===== config.mk =====
export PLATFORM = sky130hd
export DESIGN_NAME = sbcsr_status_readout
export DESIGN_NICKNAME = d
export VERILOG_FILES = /design/src/include/sbcsr_pkg.sv /design/src/hw/sbcsr_sync.sv /design/src/hw/sbcsr_status_readout.sv
export SDC_FILE = /design/constraint.sdc
export NUM_CORES = 1
export LEC_CHECK = 0
export ABC_AREA = 1
export BUFFER_PORTS_ARGS = -buffer_cell sky130_fd_sc_hd__buf_4
export CAP_MARGIN = 20
export CORE_ASPECT_RATIO = 0.8
export CORE_MARGIN = 2
export CORE_UTILIZATION = 30
export CTS_BUF_LIST = sky130_fd_sc_hd__clkbuf_4 sky130_fd_sc_hd__clkbuf_8
export CTS_CLUSTER_DIAMETER = 150
export DETAILED_ROUTE_END_ITERATION = 8
export GPL_ROUTABILITY_DRIVEN = 0
export SETUP_SLACK_MARGIN = 0.2
export SLEW_MARGIN = 20
export SYNTH_ARGS = -nofsm -noshare
export SYNTH_HDL_FRONTEND = slang
export SYNTH_SLANG_ARGS = --single-unit
export TNS_END_PERCENT = 10

===== constraint.sdc =====
create_clock -name core_clk -period 3.4 [get_ports core_clk]
set_input_delay 0.17 -clock core_clk [delete_from_list [all_inputs] [get_ports core_clk]]
set_output_delay 0.17 -clock core_clk [all_outputs]
set_load 0.01 [all_outputs]

===== src/include/sbcsr_pkg.sv =====
// Shared constants and carrier types for the status readout block
package sbcsr_pkg;

   ////////////////////////////////////////////////////////////////////////////////
   // Frame layout
   localparam int FRAME_BITS = 16;
   localparam logic [4:0] CMD_END_CNT = 5'h08;
   localparam logic [4:0] FRAME_END_CNT = 5'h10;

   // Group prefixes in command bits 15-14
   localparam logic [1:0] PREFIX_REAL_TIME = 2'h0;
   localparam logic [1:0] PREFIX_FLAG = 2'h3;

   // Five-bit group addresses in command bits 13-9
   localparam logic [4:0] ADDR_IO = 5'h11;
   localparam logic [4:0] ADDR_SAFE = 5'h12;
   localparam logic [4:0] ADDR_LIN1 = 5'h13;
   localparam logic [4:0] ADDR_LIN2 = 5'h14;

   ////////////////////////////////////////////////////////////////////////////////
   // Field positions in the answered byte
   localparam int IO0_POS = 0;
   localparam int IO1_POS = 2;
   localparam int IO2_POS = 4;
   localparam int IO3_POS = 6;
   localparam int LIVE_STATE_POS = 7;
   localparam int LIVE_WAKE_POS = 6;

   // Implemented bits of each latched flag byte
   localparam logic [7:0] SAFE_A_MASK = 8'hfe;
   localparam logic [7:0] SAFE_B_MASK = 8'h1f;
   localparam logic [7:0] LIN1_MASK = 8'h77;
   localparam logic [7:0] LIN2_MASK = 8'h7f;

   // Index of each latched byte
   localparam int FLAG_SAFE_A = 0;
   localparam int FLAG_SAFE_B = 1;
   localparam int FLAG_LIN1 = 2;
   localparam int FLAG_LIN2 = 3;
   localparam int FLAG_BYTES = 4;

   localparam logic [7:0] FLAG_RESET = 8'h00;

   // Identification defaults; values are arbitrary
   localparam logic [4:0] SILICON_ID_DEFAULT = 5'h0a;
   localparam logic [1:0] PART_VARIANT_DEFAULT = 2'h1;

   ////////////////////////////////////////////////////////////////////////////////
   // Byte source picked by one command
   typedef enum logic [8:0] {
      SRC_NONE   = 9'h001,
      SRC_IO     = 9'h002,
      SRC_SAFE_A = 9'h004,
      SRC_SAFE_B = 9'h008,
      SRC_IDENT  = 9'h010,
      SRC_LIN1_F = 9'h020,
      SRC_LIN1_L = 9'h040,
      SRC_LIN2_F = 9'h080,
      SRC_LIN2_L = 9'h100
   } sbcsr_src_e;

   // Fault conditions, already in answer bit layout
   typedef struct packed {
      logic [7:0] safe_a;
      logic [7:0] safe_b;
      logic [7:0] lin1;
      logic [7:0] lin2;
   } sbcsr_cond_s;

   // Live levels
   typedef struct packed {
      logic [3:0] io_level;
      logic lin1_state;
      logic lin1_wake_receiver;
      logic lin2_state;
      logic lin2_wake_receiver;
      logic vdd_is_5v0;
   } sbcsr_live_s;

   // Serial pins from the host
   typedef struct packed {
      logic sclk;
      logic cs_b;
      logic mosi;
   } sbcsr_spi_s;

endpackage


===== src/hw/sbcsr_sync.sv =====
// Two flip-flop synchroniser for a vector of asynchronous levels
`timescale 1ns/1ps
module sbcsr_sync #(
   parameter int WIDTH = 1,
   parameter logic [WIDTH-1:0] RESET_VALUE = '0
) (
   input wire logic core_clk,
   input wire logic rst_b,
   input wire logic [WIDTH-1:0] async_in,
   output logic [WIDTH-1:0] sync_out
);

   logic [WIDTH-1:0] stage1;

   // Stage1 is read only by sync_out
   always_ff @(posedge core_clk or negedge rst_b) begin
      if (!rst_b) begin
         stage1 <= RESET_VALUE;
         sync_out <= RESET_VALUE;
      end else begin
         stage1 <= async_in;
         sync_out <= stage1;
      end
   end

endmodule


===== src/hw/sbcsr_status_readout.sv =====
// Serial status and flag readout: live levels, latched faults and identification
`timescale 1ns/1ps
module sbcsr_status_readout #(
   parameter logic [4:0] SILICON_ID = sbcsr_pkg::SILICON_ID_DEFAULT,
   parameter logic [1:0] PART_VARIANT = sbcsr_pkg::PART_VARIANT_DEFAULT
) (
   input wire logic core_clk,
   input wire logic rst_b,
   input wire sbcsr_pkg::sbcsr_spi_s spi_in,
   output logic miso,
   output logic miso_oe,
   input wire sbcsr_pkg::sbcsr_cond_s fault_cond,
   input wire sbcsr_pkg::sbcsr_live_s live_in
);

   ////////////////////////////////////////////////////////////////////////////////
   // Synchronisers

   sbcsr_pkg::sbcsr_spi_s spi_s;
   sbcsr_pkg::sbcsr_cond_s cond_s;
   sbcsr_pkg::sbcsr_live_s live_s;

   sbcsr_sync #(
      .WIDTH(3),
      .RESET_VALUE(3'h2)
   ) u_spi_sync (
      .core_clk(core_clk),
      .rst_b(rst_b),
      .async_in(spi_in),
      .sync_out(spi_s)
   );

   sbcsr_sync #(
      .WIDTH(32)
   ) u_cond_sync (
      .core_clk(core_clk),
      .rst_b(rst_b),
      .async_in(fault_cond),
      .sync_out(cond_s)
   );

   sbcsr_sync #(
      .WIDTH(9)
   ) u_live_sync (
      .core_clk(core_clk),
      .rst_b(rst_b),
      .async_in(live_in),
      .sync_out(live_s)
   );

   ////////////////////////////////////////////////////////////////////////////////
   // Command decoding

   function automatic sbcsr_pkg::sbcsr_src_e sbcsr_decode(input logic [7:0] cmd,
                                                          input logic sel);
      logic [1:0] prefix;
      logic [4:0] addr;
      sbcsr_pkg::sbcsr_src_e src;
      prefix = cmd[7:6];
      addr = cmd[5:1];
      src = sbcsr_pkg::SRC_NONE;
      if (cmd[0]) begin
         if (prefix == sbcsr_pkg::PREFIX_REAL_TIME && sel) begin
            case (addr)
               sbcsr_pkg::ADDR_IO: src = sbcsr_pkg::SRC_IO;
               sbcsr_pkg::ADDR_SAFE: src = sbcsr_pkg::SRC_IDENT;
               sbcsr_pkg::ADDR_LIN1: src = sbcsr_pkg::SRC_LIN1_L;
               sbcsr_pkg::ADDR_LIN2: src = sbcsr_pkg::SRC_LIN2_L;
               default: src = sbcsr_pkg::SRC_NONE;
            endcase
         end else if (prefix == sbcsr_pkg::PREFIX_FLAG) begin
            case ({addr, sel})
               {sbcsr_pkg::ADDR_SAFE, 1'b0}: src = sbcsr_pkg::SRC_SAFE_A;
               {sbcsr_pkg::ADDR_SAFE, 1'b1}: src = sbcsr_pkg::SRC_SAFE_B;
               {sbcsr_pkg::ADDR_LIN1, 1'b0}: src = sbcsr_pkg::SRC_LIN1_F;
               {sbcsr_pkg::ADDR_LIN2, 1'b0}: src = sbcsr_pkg::SRC_LIN2_F;
               default: src = sbcsr_pkg::SRC_NONE;
            endcase
         end
      end
      return src;
   endfunction

   ////////////////////////////////////////////////////////////////////////////////
   // Frame tracking and answer shifter

   logic sclk_d;
   logic cs_b_d;
   logic [4:0] bit_cnt;
   logic [7:0] cmd;
   logic [7:0] answer;
   logic [7:0] reported;
   sbcsr_pkg::sbcsr_src_e src;
   logic [4:0] next_bit_cnt;
   logic [7:0] next_cmd;
   logic [7:0] next_answer;
   logic [7:0] next_reported;
   sbcsr_pkg::sbcsr_src_e next_src;
   logic next_miso;
   logic sclk_rise;
   logic frame_end;
   logic [7:0] flags [sbcsr_pkg::FLAG_BYTES];
   logic [7:0] answer_byte;
   sbcsr_pkg::sbcsr_src_e src_now;

   assign sclk_rise = spi_s.sclk && !sclk_d && !spi_s.cs_b;
   // Frames shorter than 16 clocks are ignored (longer ones hold the count at 16 and still end), so a short glitched frame never clears flags
   assign frame_end = spi_s.cs_b && !cs_b_d && bit_cnt == sbcsr_pkg::FRAME_END_CNT;
   assign src_now = sbcsr_decode(cmd, spi_s.mosi);
   // Enable drops one cycle after select, once the answer line has returned to zero
   assign miso_oe = !spi_s.cs_b || !cs_b_d;

   always_comb begin
      answer_byte = 8'h00;
      case (src_now)
         sbcsr_pkg::SRC_IO: begin
            answer_byte[sbcsr_pkg::IO0_POS] = live_s.io_level[0];
            answer_byte[sbcsr_pkg::IO1_POS] = live_s.io_level[1];
            answer_byte[sbcsr_pkg::IO2_POS] = live_s.io_level[2];
            answer_byte[sbcsr_pkg::IO3_POS] = live_s.io_level[3];
         end
         sbcsr_pkg::SRC_IDENT: answer_byte = {live_s.vdd_is_5v0, PART_VARIANT, SILICON_ID};
         sbcsr_pkg::SRC_SAFE_A: answer_byte = flags[sbcsr_pkg::FLAG_SAFE_A];
         sbcsr_pkg::SRC_SAFE_B: answer_byte = flags[sbcsr_pkg::FLAG_SAFE_B];
         sbcsr_pkg::SRC_LIN1_F: answer_byte = flags[sbcsr_pkg::FLAG_LIN1];
         sbcsr_pkg::SRC_LIN2_F: answer_byte = flags[sbcsr_pkg::FLAG_LIN2];
         sbcsr_pkg::SRC_LIN1_L: begin
            answer_byte[sbcsr_pkg::LIVE_STATE_POS] = live_s.lin1_state;
            answer_byte[sbcsr_pkg::LIVE_WAKE_POS] = live_s.lin1_wake_receiver;
         end
         sbcsr_pkg::SRC_LIN2_L: begin
            answer_byte[sbcsr_pkg::LIVE_STATE_POS] = live_s.lin2_state;
            answer_byte[sbcsr_pkg::LIVE_WAKE_POS] = live_s.lin2_wake_receiver;
         end
         default: answer_byte = 8'h00;
      endcase
   end

   // Answer bit n leaves on the rising edge where command bit n is taken,
   // so the selector in bit 7 is known in time; the host samples on falling edges
   always_comb begin
      next_bit_cnt = bit_cnt;
      next_cmd = cmd;
      next_answer = answer;
      next_reported = reported;
      next_src = src;
      next_miso = miso;
      if (spi_s.cs_b) begin
         next_bit_cnt = 5'h00;
         next_miso = 1'b0;
         if (frame_end == 1'b0 && cs_b_d) begin
            next_src = sbcsr_pkg::SRC_NONE;
         end
      end else if (spi_s.cs_b == 1'b0 && cs_b_d) begin
         next_src = sbcsr_pkg::SRC_NONE;
         next_bit_cnt = 5'h00;
         next_miso = 1'b0;
      end else if (sclk_rise && bit_cnt != sbcsr_pkg::FRAME_END_CNT) begin
         next_bit_cnt = bit_cnt + 5'h01;
         if (bit_cnt < sbcsr_pkg::CMD_END_CNT) begin
            next_cmd = {cmd[6:0], spi_s.mosi};
            next_miso = 1'b0;
         end else if (bit_cnt == sbcsr_pkg::CMD_END_CNT) begin
            next_src = src_now;
            next_reported = answer_byte;
            next_answer = {answer_byte[6:0], 1'b0};
            next_miso = answer_byte[7];
         end else begin
            next_answer = {answer[6:0], 1'b0};
            next_miso = answer[7];
         end
      end
   end

   always_ff @(posedge core_clk or negedge rst_b) begin
      if (!rst_b) begin
         sclk_d <= 1'b0;
         cs_b_d <= 1'b1;
         bit_cnt <= 5'h00;
         cmd <= 8'h00;
         answer <= 8'h00;
         reported <= 8'h00;
         src <= sbcsr_pkg::SRC_NONE;
         miso <= 1'b0;
      end else begin
         sclk_d <= spi_s.sclk;
         cs_b_d <= spi_s.cs_b;
         bit_cnt <= next_bit_cnt;
         cmd <= next_cmd;
         answer <= next_answer;
         reported <= next_reported;
         src <= next_src;
         miso <= next_miso;
      end
   end

   ////////////////////////////////////////////////////////////////////////////////
   // Latched fault flags

   localparam logic [7:0] FLAG_MASK [sbcsr_pkg::FLAG_BYTES] = '{
      sbcsr_pkg::SAFE_A_MASK, sbcsr_pkg::SAFE_B_MASK,
      sbcsr_pkg::LIN1_MASK, sbcsr_pkg::LIN2_MASK
   };

   logic [7:0] cond_byte [sbcsr_pkg::FLAG_BYTES];
   logic [sbcsr_pkg::FLAG_BYTES-1:0] read_hit;
   logic [7:0] next_flags [sbcsr_pkg::FLAG_BYTES];

   assign cond_byte[sbcsr_pkg::FLAG_SAFE_A] = cond_s.safe_a;
   assign cond_byte[sbcsr_pkg::FLAG_SAFE_B] = cond_s.safe_b;
   assign cond_byte[sbcsr_pkg::FLAG_LIN1] = cond_s.lin1;
   assign cond_byte[sbcsr_pkg::FLAG_LIN2] = cond_s.lin2;
   assign read_hit = {src == sbcsr_pkg::SRC_LIN2_F, src == sbcsr_pkg::SRC_LIN1_F,
                      src == sbcsr_pkg::SRC_SAFE_B, src == sbcsr_pkg::SRC_SAFE_A};

   genvar gi;
   generate
      for (gi = 0; gi < sbcsr_pkg::FLAG_BYTES; gi++) begin : g_flag
         logic [7:0] clear_bits;
         // Only bits the host actually saw are cleared; a new event wins over the clear
         always_comb begin
            clear_bits = 8'h00;
            if (frame_end && read_hit[gi]) begin
               clear_bits = reported & ~cond_byte[gi];
            end
            next_flags[gi] = ((flags[gi] & ~clear_bits) | cond_byte[gi]) & FLAG_MASK[gi];
         end
         always_ff @(posedge core_clk or negedge rst_b) begin
            if (!rst_b) begin
               flags[gi] <= sbcsr_pkg::FLAG_RESET;
            end else begin
               flags[gi] <= next_flags[gi];
            end
         end
      end
   endgenerate

endmodule


# == Yosys cells after proc, flatten, opt, wreduce, memory -nomap -nowiden ==
# Index checks and enable logic that the tools add are counted.
# word_totals
regBits,154
in_bits,46
# classes
n_addsub,1
n_lt_le_gt_ge,1
eq_ne,26
n_mux,32
n_bitwise,24
reduce_logical,23
# ops
operator,n
$mux W9,8
$pmux W9 S4,1
$pmux W8 S4,1
$and A7 B7 Y7,4
$not A7 Y7,4
$eq A5 B5 Y1 const B,5
$eq A6 B6 Y1 const B,4
$mux W8,3
$mux W5,4
$eq A9 B3 Y1 const B,2
$eq A9 B4 Y1 const B,2
$eq A9 B6 Y1 const B,2
$eq A9 B8 Y1 const B,2
$and A8 B8 Y8,2
$not A8 Y8,2
$pmux W1 S4,4
$pmux W1 S5,3
$mux W7,2
$or A7 B7 Y7,2
$logic_and A1 B1 Y1,12
$reduce_and A4 Y1,3
$and A5 B5 Y5,2
$not A5 Y5,2
$eq A9 B2 Y1 const B,1
20 further kinds,30

# == Depth between registers and ports, before layout ==
# Gate-level depths: netlist (run 1).
# logic_depth
word_depth,12
depth_mapped,11
depth_no_buf,11

# == By module ==
# From an unflattened synthesis (run 1), not the netlist that was laid out.
# unflattened
hier_cells,520
hier_area_um2,5534.1
# by_module_without_submodules
module,instances,cells_each,area_each_um2,seq_area_each_um2
sbcsr_status_readout,1,432,3329.4,1629.1
sbcsr_sync (u_cond_sync),1,64,1601.5,1601.5
sbcsr_sync (u_live_sync),1,18,450.4,450.4
sbcsr_sync (u_spi_sync),1,6,152.6,152.6

# == Worst setup path before layout (run 1) ==
# OpenSTA, ideal clock, no wires.
# synth_path
path_type,register -> register
start,reg bit_cnt[0]
end,reg src[0]
arrival_time_ps,1426
required_ps,3328
path_slack_ps,1902
stages_incl_launch_ff,11
path_buffers,0
path_cell_list,dfrtp_1 inv_1 ha_1 nand4_4 nand2_4 inv_2 nand2_2 nand2_2 or2_1 nand2_1 inv_1
# synth_between
elab_chain_cells,6
word_cells_on_any_way,13
# synth_lines
element,line,rtl
from (decl),sbcsr_status_readout.sv:89,logic [4:0] bit_cnt;
from (signal assigned),sbcsr_status_readout.sv:188,bit_cnt <= next_bit_cnt;
"parallel branches: the longest is 5 deep, another holds $lt A5 B4 Y1",-,
$reduce_and A4 Y1 (no line) *,-,
to (signal assigned),sbcsr_status_readout.sv:183,src <= sbcsr_pkg::SRC_NONE;
to (signal assigned),sbcsr_status_readout.sv:192,src <= next_src;
to (decl),sbcsr_status_readout.sv:93,sbcsr_pkg::sbcsr_src_e src;
# Mark *: on every way between the ends.
# A chain may end at the register's enable or synchronous reset.

# == Worst setup path after layout (run 1) ==
# layout_path
start,reg bit_cnt[0]
end,reg src[4]
# Same word-level chain as after synthesis.

==> impl_metrics.toml, run 1 <==
[worst_setup_path]
end_kind = "flip-flop"
cp.required_ps = 3710
crit_buf_inv = 2
critPathKind = "flip-flop to flip-flop"
slowest_delay_ps = 550
critical-path-top-delay-family = "simple AND/OR/NAND/NOR gates"
critPathLaunchType = "flip-flop"
cp.arrival_ps = 2380
cp_max_fo = 15
critPathSlowestCell = "nor2_2"
path_cells = "inv_1, ha_1, nand2_1, nor2_2, nand2_2, nand2_2, inv_1, nand2_1, o21ai_1"

[sta]
fin_skew_ps = 13.6
hold_viol = 0
drv_slew = 0
fin_crit_sh_pct = 60.8
finalSetupViolCount = 0
maxSlewHeadroom_pct = 50.2
max_slew.worst_pin.slew_ps = 746
fin_crit_ps = 2070
finalSetupTns_ps = 0
rsz0062_at_grt = "false"
max_freq_mhz = 483

[routing]
drt-total-wl_mm = 10.6
drc_errors = 0
antenna_left = 0
wl_per_cell_um = 12.7
viasPerCell = 4.40
routed-via-count = 3676
drt_iter0_drc = 260
dr.pass1.iters = 5

[final_layout]
antenna_cells = 0
area_growth_pct = 26.4
nNetsFinal = 651
fin_util_pct = 39.2
layout-drive-gt1-share_pct = 16.3

[clocking]
cts_tree = "built"
postCtsSetupRepairBufs = 0
root_buffer = "clkbuf_8"
htreeDepth = 4
clock_sinks = 139
clock_insertion_delay_worst_skew_ps = 440
clockBufferDepth = 2
numCtsBuffers = 17
cts.clk_slew.worst_paths_ps = 70

[global_routing]
globalRoute.totalOverflow = 0
grt_max_degree = 87
grt_use_total_pct = 13.1
grt_pass1_wl_mm = 18.5
grt_antenna_before_repair = 0
grt_pass1_vias = 3915

[yosys]
synth_area_um2 = 5180
synth-seq-cells = 139
synth_area_leaders = "dfrtp_1, nand2_1, inv_1"
ys_top_cells_by_count = "dfrtp_1, nand2_1, inv_1"
synth_flop_cell = "dfrtp_1"
async_reset_ff_share_pct = 100
syn_inst = 509
synth_seq_area_share_pct = 67.2
avgSynthCellArea_um2 = 10.2
synth_edf_count = 0
yosys.cell_count.top_type = "dfrtp_1"
synth_top_cell_area_share_pct = 65.2
yosys.area.top_type = "dfrtp_1"
synth_nets = 557
synth_warnings = 0
ys_types = 32

[power_and_ir_drop]
combPwrFrac_pct = 4.6
ir_worst_vdd_mv = 0.424
swShare_pct = 21.6
power_density_nw_per_um2 = 501
p_seq_share_pct = 52.9
clkPwrFrac_pct = 42.5
p_leak_nw = 2.94
p_sw_w = 0.000710
internal_power_w = 0.00257

[floorplan]
fp.dieH_um = 122
pin_count = 48
die-area_um2 = 18300
initial_core_util_pct = 31.0
core-area_um2 = 16700
die_w_um = 151
rows = 42

[status]
status = "complete, no violations"

[run]
maxCapViolCount = 0

[placement]
io_buffers = 40
dp_hpwl_mm = 7.15

[worst_hold_path]
hold_path_class = "input port to async pin"
-- layout make-up --
cell class | count | area (um^2)
inverters | 63 | 238
flip-flops and latches | 139 | 3480
fillers | 1663 | 10200
clock inverters | 10 | 140
repair buffers | 81 | 707
multi-input cells | 301 | 1420
clock buffers | 21 | 283
well taps | 220 | 275
-- worst register-to-register path, cell delays in order (launching register included) --
cell and delay, ps:
dfrtp_1 420, inv_1 100, ha_1 230, nand2_1 80
nor2_2 550, nand2_2 170, nand2_2 170, inv_1 110
nand2_1 60, o21ai_1 60
-- routing by layer --
metal  vias up  track usage (%)  part of all wire [%]
met4         0             5.14                   1.5
met2        85             20.2                    46
li1       1806                -                     -
met1      1768             17.6                    47
met5         -                0                     0
met3        17             3.56                   4.9
-- sequential cells by signal, summed over array words and instances (netlist names) --
signal and count:
flags 25, u_cond_sync.stage1 25, u_cond_sync.sync_out 25, src 9, u_live_sync.stage1 9, u_live_sync.sync_out 9, cmd 8, reported 8
answer 7, bit_cnt 5, u_spi_sync.stage1 3, u_spi_sync.sync_out 3, cs_b_d 1, miso 1, sclk_d 1
-- cell families (layout without fill, tap and decap cells) --
kind of cell	after synthesis	count (layout)	share of synthesized area [%]
AND/OR/NAND/NOR	246	246	21.3
flip-flops	139	139	67.2
buffers and inverters	69	175	5.29
AO/OA/AOI/OAI	52	52	5.53
adder cells (fa/ha/maj)	2	2	0.483
XOR/XNOR	1	1	0.169
-- repair_timing --
| action | CTS | global route |
|---|---|---|
| endpoints found under the setup margin | 0 | 0 |
| hold buffers | 38 | 0 |
| endpoints found under the hold margin | 120 | 0 |
| gates resized for setup | 0 | 0 |
-- per-stage QoR --
| stage | hold slack (ps) | worst slack (ps) | cells | total power [W] | area [um^2] |
|---|---|---|---|---|---|
| after floorplan | -126 | 1900 | 509 | 0.00180 | 5180 |
| after global placement | 254 | 1400 | 766 | 0.00188 | 5750 |
| after detailed placement | 267 | 1320 | 766 | 0.00189 | 5750 |
| after CTS | 348 | 1320 | 835 | 0.00332 | 6550 |
| after global routing | 356 | 1110 | 835 | 0.00342 | 6550 |
| final | 348 | 1330 | 835 | 0.00328 | 6550 |
-- power by group through the flow --
stage          clock network, W  logic [W]  registers [W]
3_3_place_gp                  0   0.000117        0.00176
3_5_place_dp                  0   0.000121        0.00177
5_1_grt                 0.00151   0.000174        0.00174
6_report                0.00139   0.000152        0.00173
4_1_cts                 0.00143   0.000155        0.00173
2_1_floorplan                 0  0.0000416        0.00176
-- layout by cell type, fill, tap and decap left out, types with 2 or more instances in the layout --
master | synthesis | routed
a21oi_1 | 3 | 3
o22ai_1 | 3 | 3
inv_2 | 5 | 5
o21ai_1 | 12 | 12
bufinv_16 | 0 | 3
clkinvlp_4 | 0 | 3
nor2_4 | 2 | 2
nand2_2 | 4 | 4
nand4_1 | 12 | 12
nor2_2 | 5 | 5
buf_4 | 0 | 42
o21ai_0 | 25 | 25
nor3_1 | 6 | 6
nand3_1 | 40 | 40
dfrtp_1 | 135 | 135
nor2_1 | 51 | 51
a21o_1 | 7 | 7
nand2_1 | 118 | 118
clkinv_2 | 1 | 3
dlygate4sd3_1 | 0 | 38
dfstp_2 | 4 | 4
ha_1 | 2 | 2
inv_1 | 57 | 57
clkbuf_8 | 0 | 20
-- worst paths after layout --
kind / startpoint / endpoint / slack [ps] / cells past startpoint
worst max-delay path: bit_cnt[0] / src[4] / 1330 / 9
worst min-delay path: rst_b / u_cond_sync.stage1[25] / 350 / 2
worst min register to register: u_live_sync.stage1[1] / u_live_sync.sync_out[1] / 350 / 0
worst max register to register: bit_cnt[0] / src[4] / 1330 / 9
max in group asynchronous: rst_b / u_spi_sync.stage1[1] / 2160 / 3
min in group core_clk: u_live_sync.stage1[1] / u_live_sync.sync_out[1] / 350 / 0
Power figures use the tool's default switching activity.
==> run 2: changes to the inputs <==
==> constraint.sdc (replaced) <==
create_clock -name core_clk -period 1.8 [get_ports core_clk]
set_input_delay 0.09 -clock core_clk [delete_from_list [all_inputs] [get_ports core_clk]]
set_output_delay 0.09 -clock core_clk [all_outputs]
set_load 0.01 [all_outputs]
==> run 2 against run 1 <==
Net effect:
- via count increased by 3.2%
- sequential cell count is the same
- count of clock-buffer cells in the layout fell by 3
- first-iteration DRC count increased by 20%
- core utilization increased by 1.9 points
- routed wire length grew 2.6%
- worst hold slack got worse by 230 ps
- sequential power rose by 90%
- clock power grew 99%
==> impl_metrics.toml, run 2 (synthesis results as in run 1) <==
[sta]
fin_crit_ps = 1640
drv_slew = 0
holdWs_ps = 119
fin_crit_sh_pct = 91.0
hold_viol = 0
finalSetupViolCount = 0
finalSetupTns_ps = 0
max_slew.worst_pin.slew_ps = 387
max_freq_mhz = 611
rsz0062_at_grt = "true"
fin_skew_ps = 8.66
maxSlewHeadroom_pct = 74.0

[final_layout]
reg.largest.list = "flags: 25 flops, u_cond_sync.stage1: 25 flops, u_cond_sync.sync_out: 25 flops"
area_growth_pct = 32.7
final_common_cell = "dfrtp_1"
fillers = 1593
fin_util_pct = 41.1
nNetsFinal = 670
antenna_cells = 0
multiInputGateArea_um2 = 1550
regArea_um2 = 3480
layout-drive-gt1-share_pct = 22.1
mostFrequentLayoutCells = "dfrtp_1, nand2_1, buf_4"

[floorplan]
initial_core_util_pct = 31.0
rows = 42
die_w_um = 151
core-area_um2 = 16700
fp.dieH_um = 122
die-area_um2 = 18300
pin_count = 48

[routing]
drt-total-wl_mm = 10.9
antenna_left = 0
drt_iter0_drc = 312
viasPerCell = 4.45
wl_per_cell_um = 12.7
dr.pass1.iters = 5
drc_errors = 0
routed-via-count = 3792

[global_routing]
grt_use_total_pct = 13.0
grt_antenna_before_repair = 0
grt_max_degree = 52
globalRoute.totalOverflow = 0
grt_pass1_wl_mm = 18.5
grt_pass1_vias = 3802

[worst_setup_path]
critPathKind = "flip-flop to flip-flop"
crit_buf_inv = 4
slowest_delay_ps = 400
end_kind = "flip-flop"
timing.rr.end = "src[0]"
cp_max_fo = 8
critPathSlowestCell = "dfrtp_1"
r2r-start = "bit_cnt[1]"
critPathLaunchType = "flip-flop"
reg2reg_slack_ps = 160
cp.required_ps = 2160
critical-path-top-delay-family = "simple AND/OR/NAND/NOR gates"
cp.arrival_ps = 2000
path_cells = "inv_2, ha_4, nand4_4, buf_6, nand2_8, inv_2, nand2_4, nand2_4, or2_1, nand2_1, inv_1"
rr_worst_depth = 11

[clocking]
clock_insertion_delay_worst_skew_ps = 430
numCtsBuffers = 17
cts.clk_slew.worst_paths_ps = 80
clock_sinks = 139
cts_tree = "built"
root_buffer = "clkbuf_8"
htreeDepth = 4
clockBufferDepth = 2

[power_and_ir_drop]
power_density_nw_per_um2 = 926
p_leak_nw = 3.09
ir_worst_vdd_mv = 0.583

[placement]
io_buffers = 40
dp_hpwl_mm = 7.49

[worst_hold_path]
hold_path_class = "input port to async pin"

[status]
status = "complete, no violations"

[run]
maxCapViolCount = 0
[run 2: worst max path at each step]
stage / start / endpoint / slack, ps / cells past startpoint
2_1_floorplan: bit_cnt[0] / src[0] / 300 / 10
3_3_place_gp: bit_cnt[0] / flags[25] / 70 / 8
3_5_place_dp: bit_cnt[0] / flags[25] / 40 / 8
4_1_cts: bit_cnt[1] / flags[2] / 190 / 8
5_1_grt: cmd[1] / answer[5] / 70 / 11
6_report: bit_cnt[1] / src[0] / 160 / 11
[run 2: where the power goes]
group | internal, W | switching, W
sequential | 0.00323 | 0.0000502
clock | 0.00165 | 0.00113
combinational | 0.000153 | 0.000159
[run 2: metal layers]
metal,GRT usage (%),part of all wire [%]
met1,17.2,46
met2,20.6,47
met3,3.78,5.6
met4,4.56,1.5
met5,0,0
[run 2: timing repair]
item,in CTS,in global routing
pin swaps,3,3
endpoints found under the setup margin,50,57
buffers inserted,1,1
endpoints found under the hold margin,160,0
hold buffers,38,0
resized for setup,20,23
[run 2: metrics by stage]
step	total power (W)	cells	area, um^2	worst slack, ps
6_report	0.00636	853	6870	162
5_1_grt	0.00661	853	6870	67.7
4_1_cts	0.00644	852	6800	194
3_5_place_dp	0.00357	783	5900	40.8
3_3_place_gp	0.00357	783	5900	67.9
2_1_floorplan	0.00340	509	5180	302
[run 2: area by class of cell]
type / instances / area share, %
Timing Repair Buffer: 100 / 12.9
Multi-Input combinational cell: 301 / 22.5
Clock buffer: 18 / 3.51
Inverter: 63 / 3.51
Clock inverter: 12 / 2.88
Tap cell: 220 / 4.00
Sequential cell: 139 / 50.7
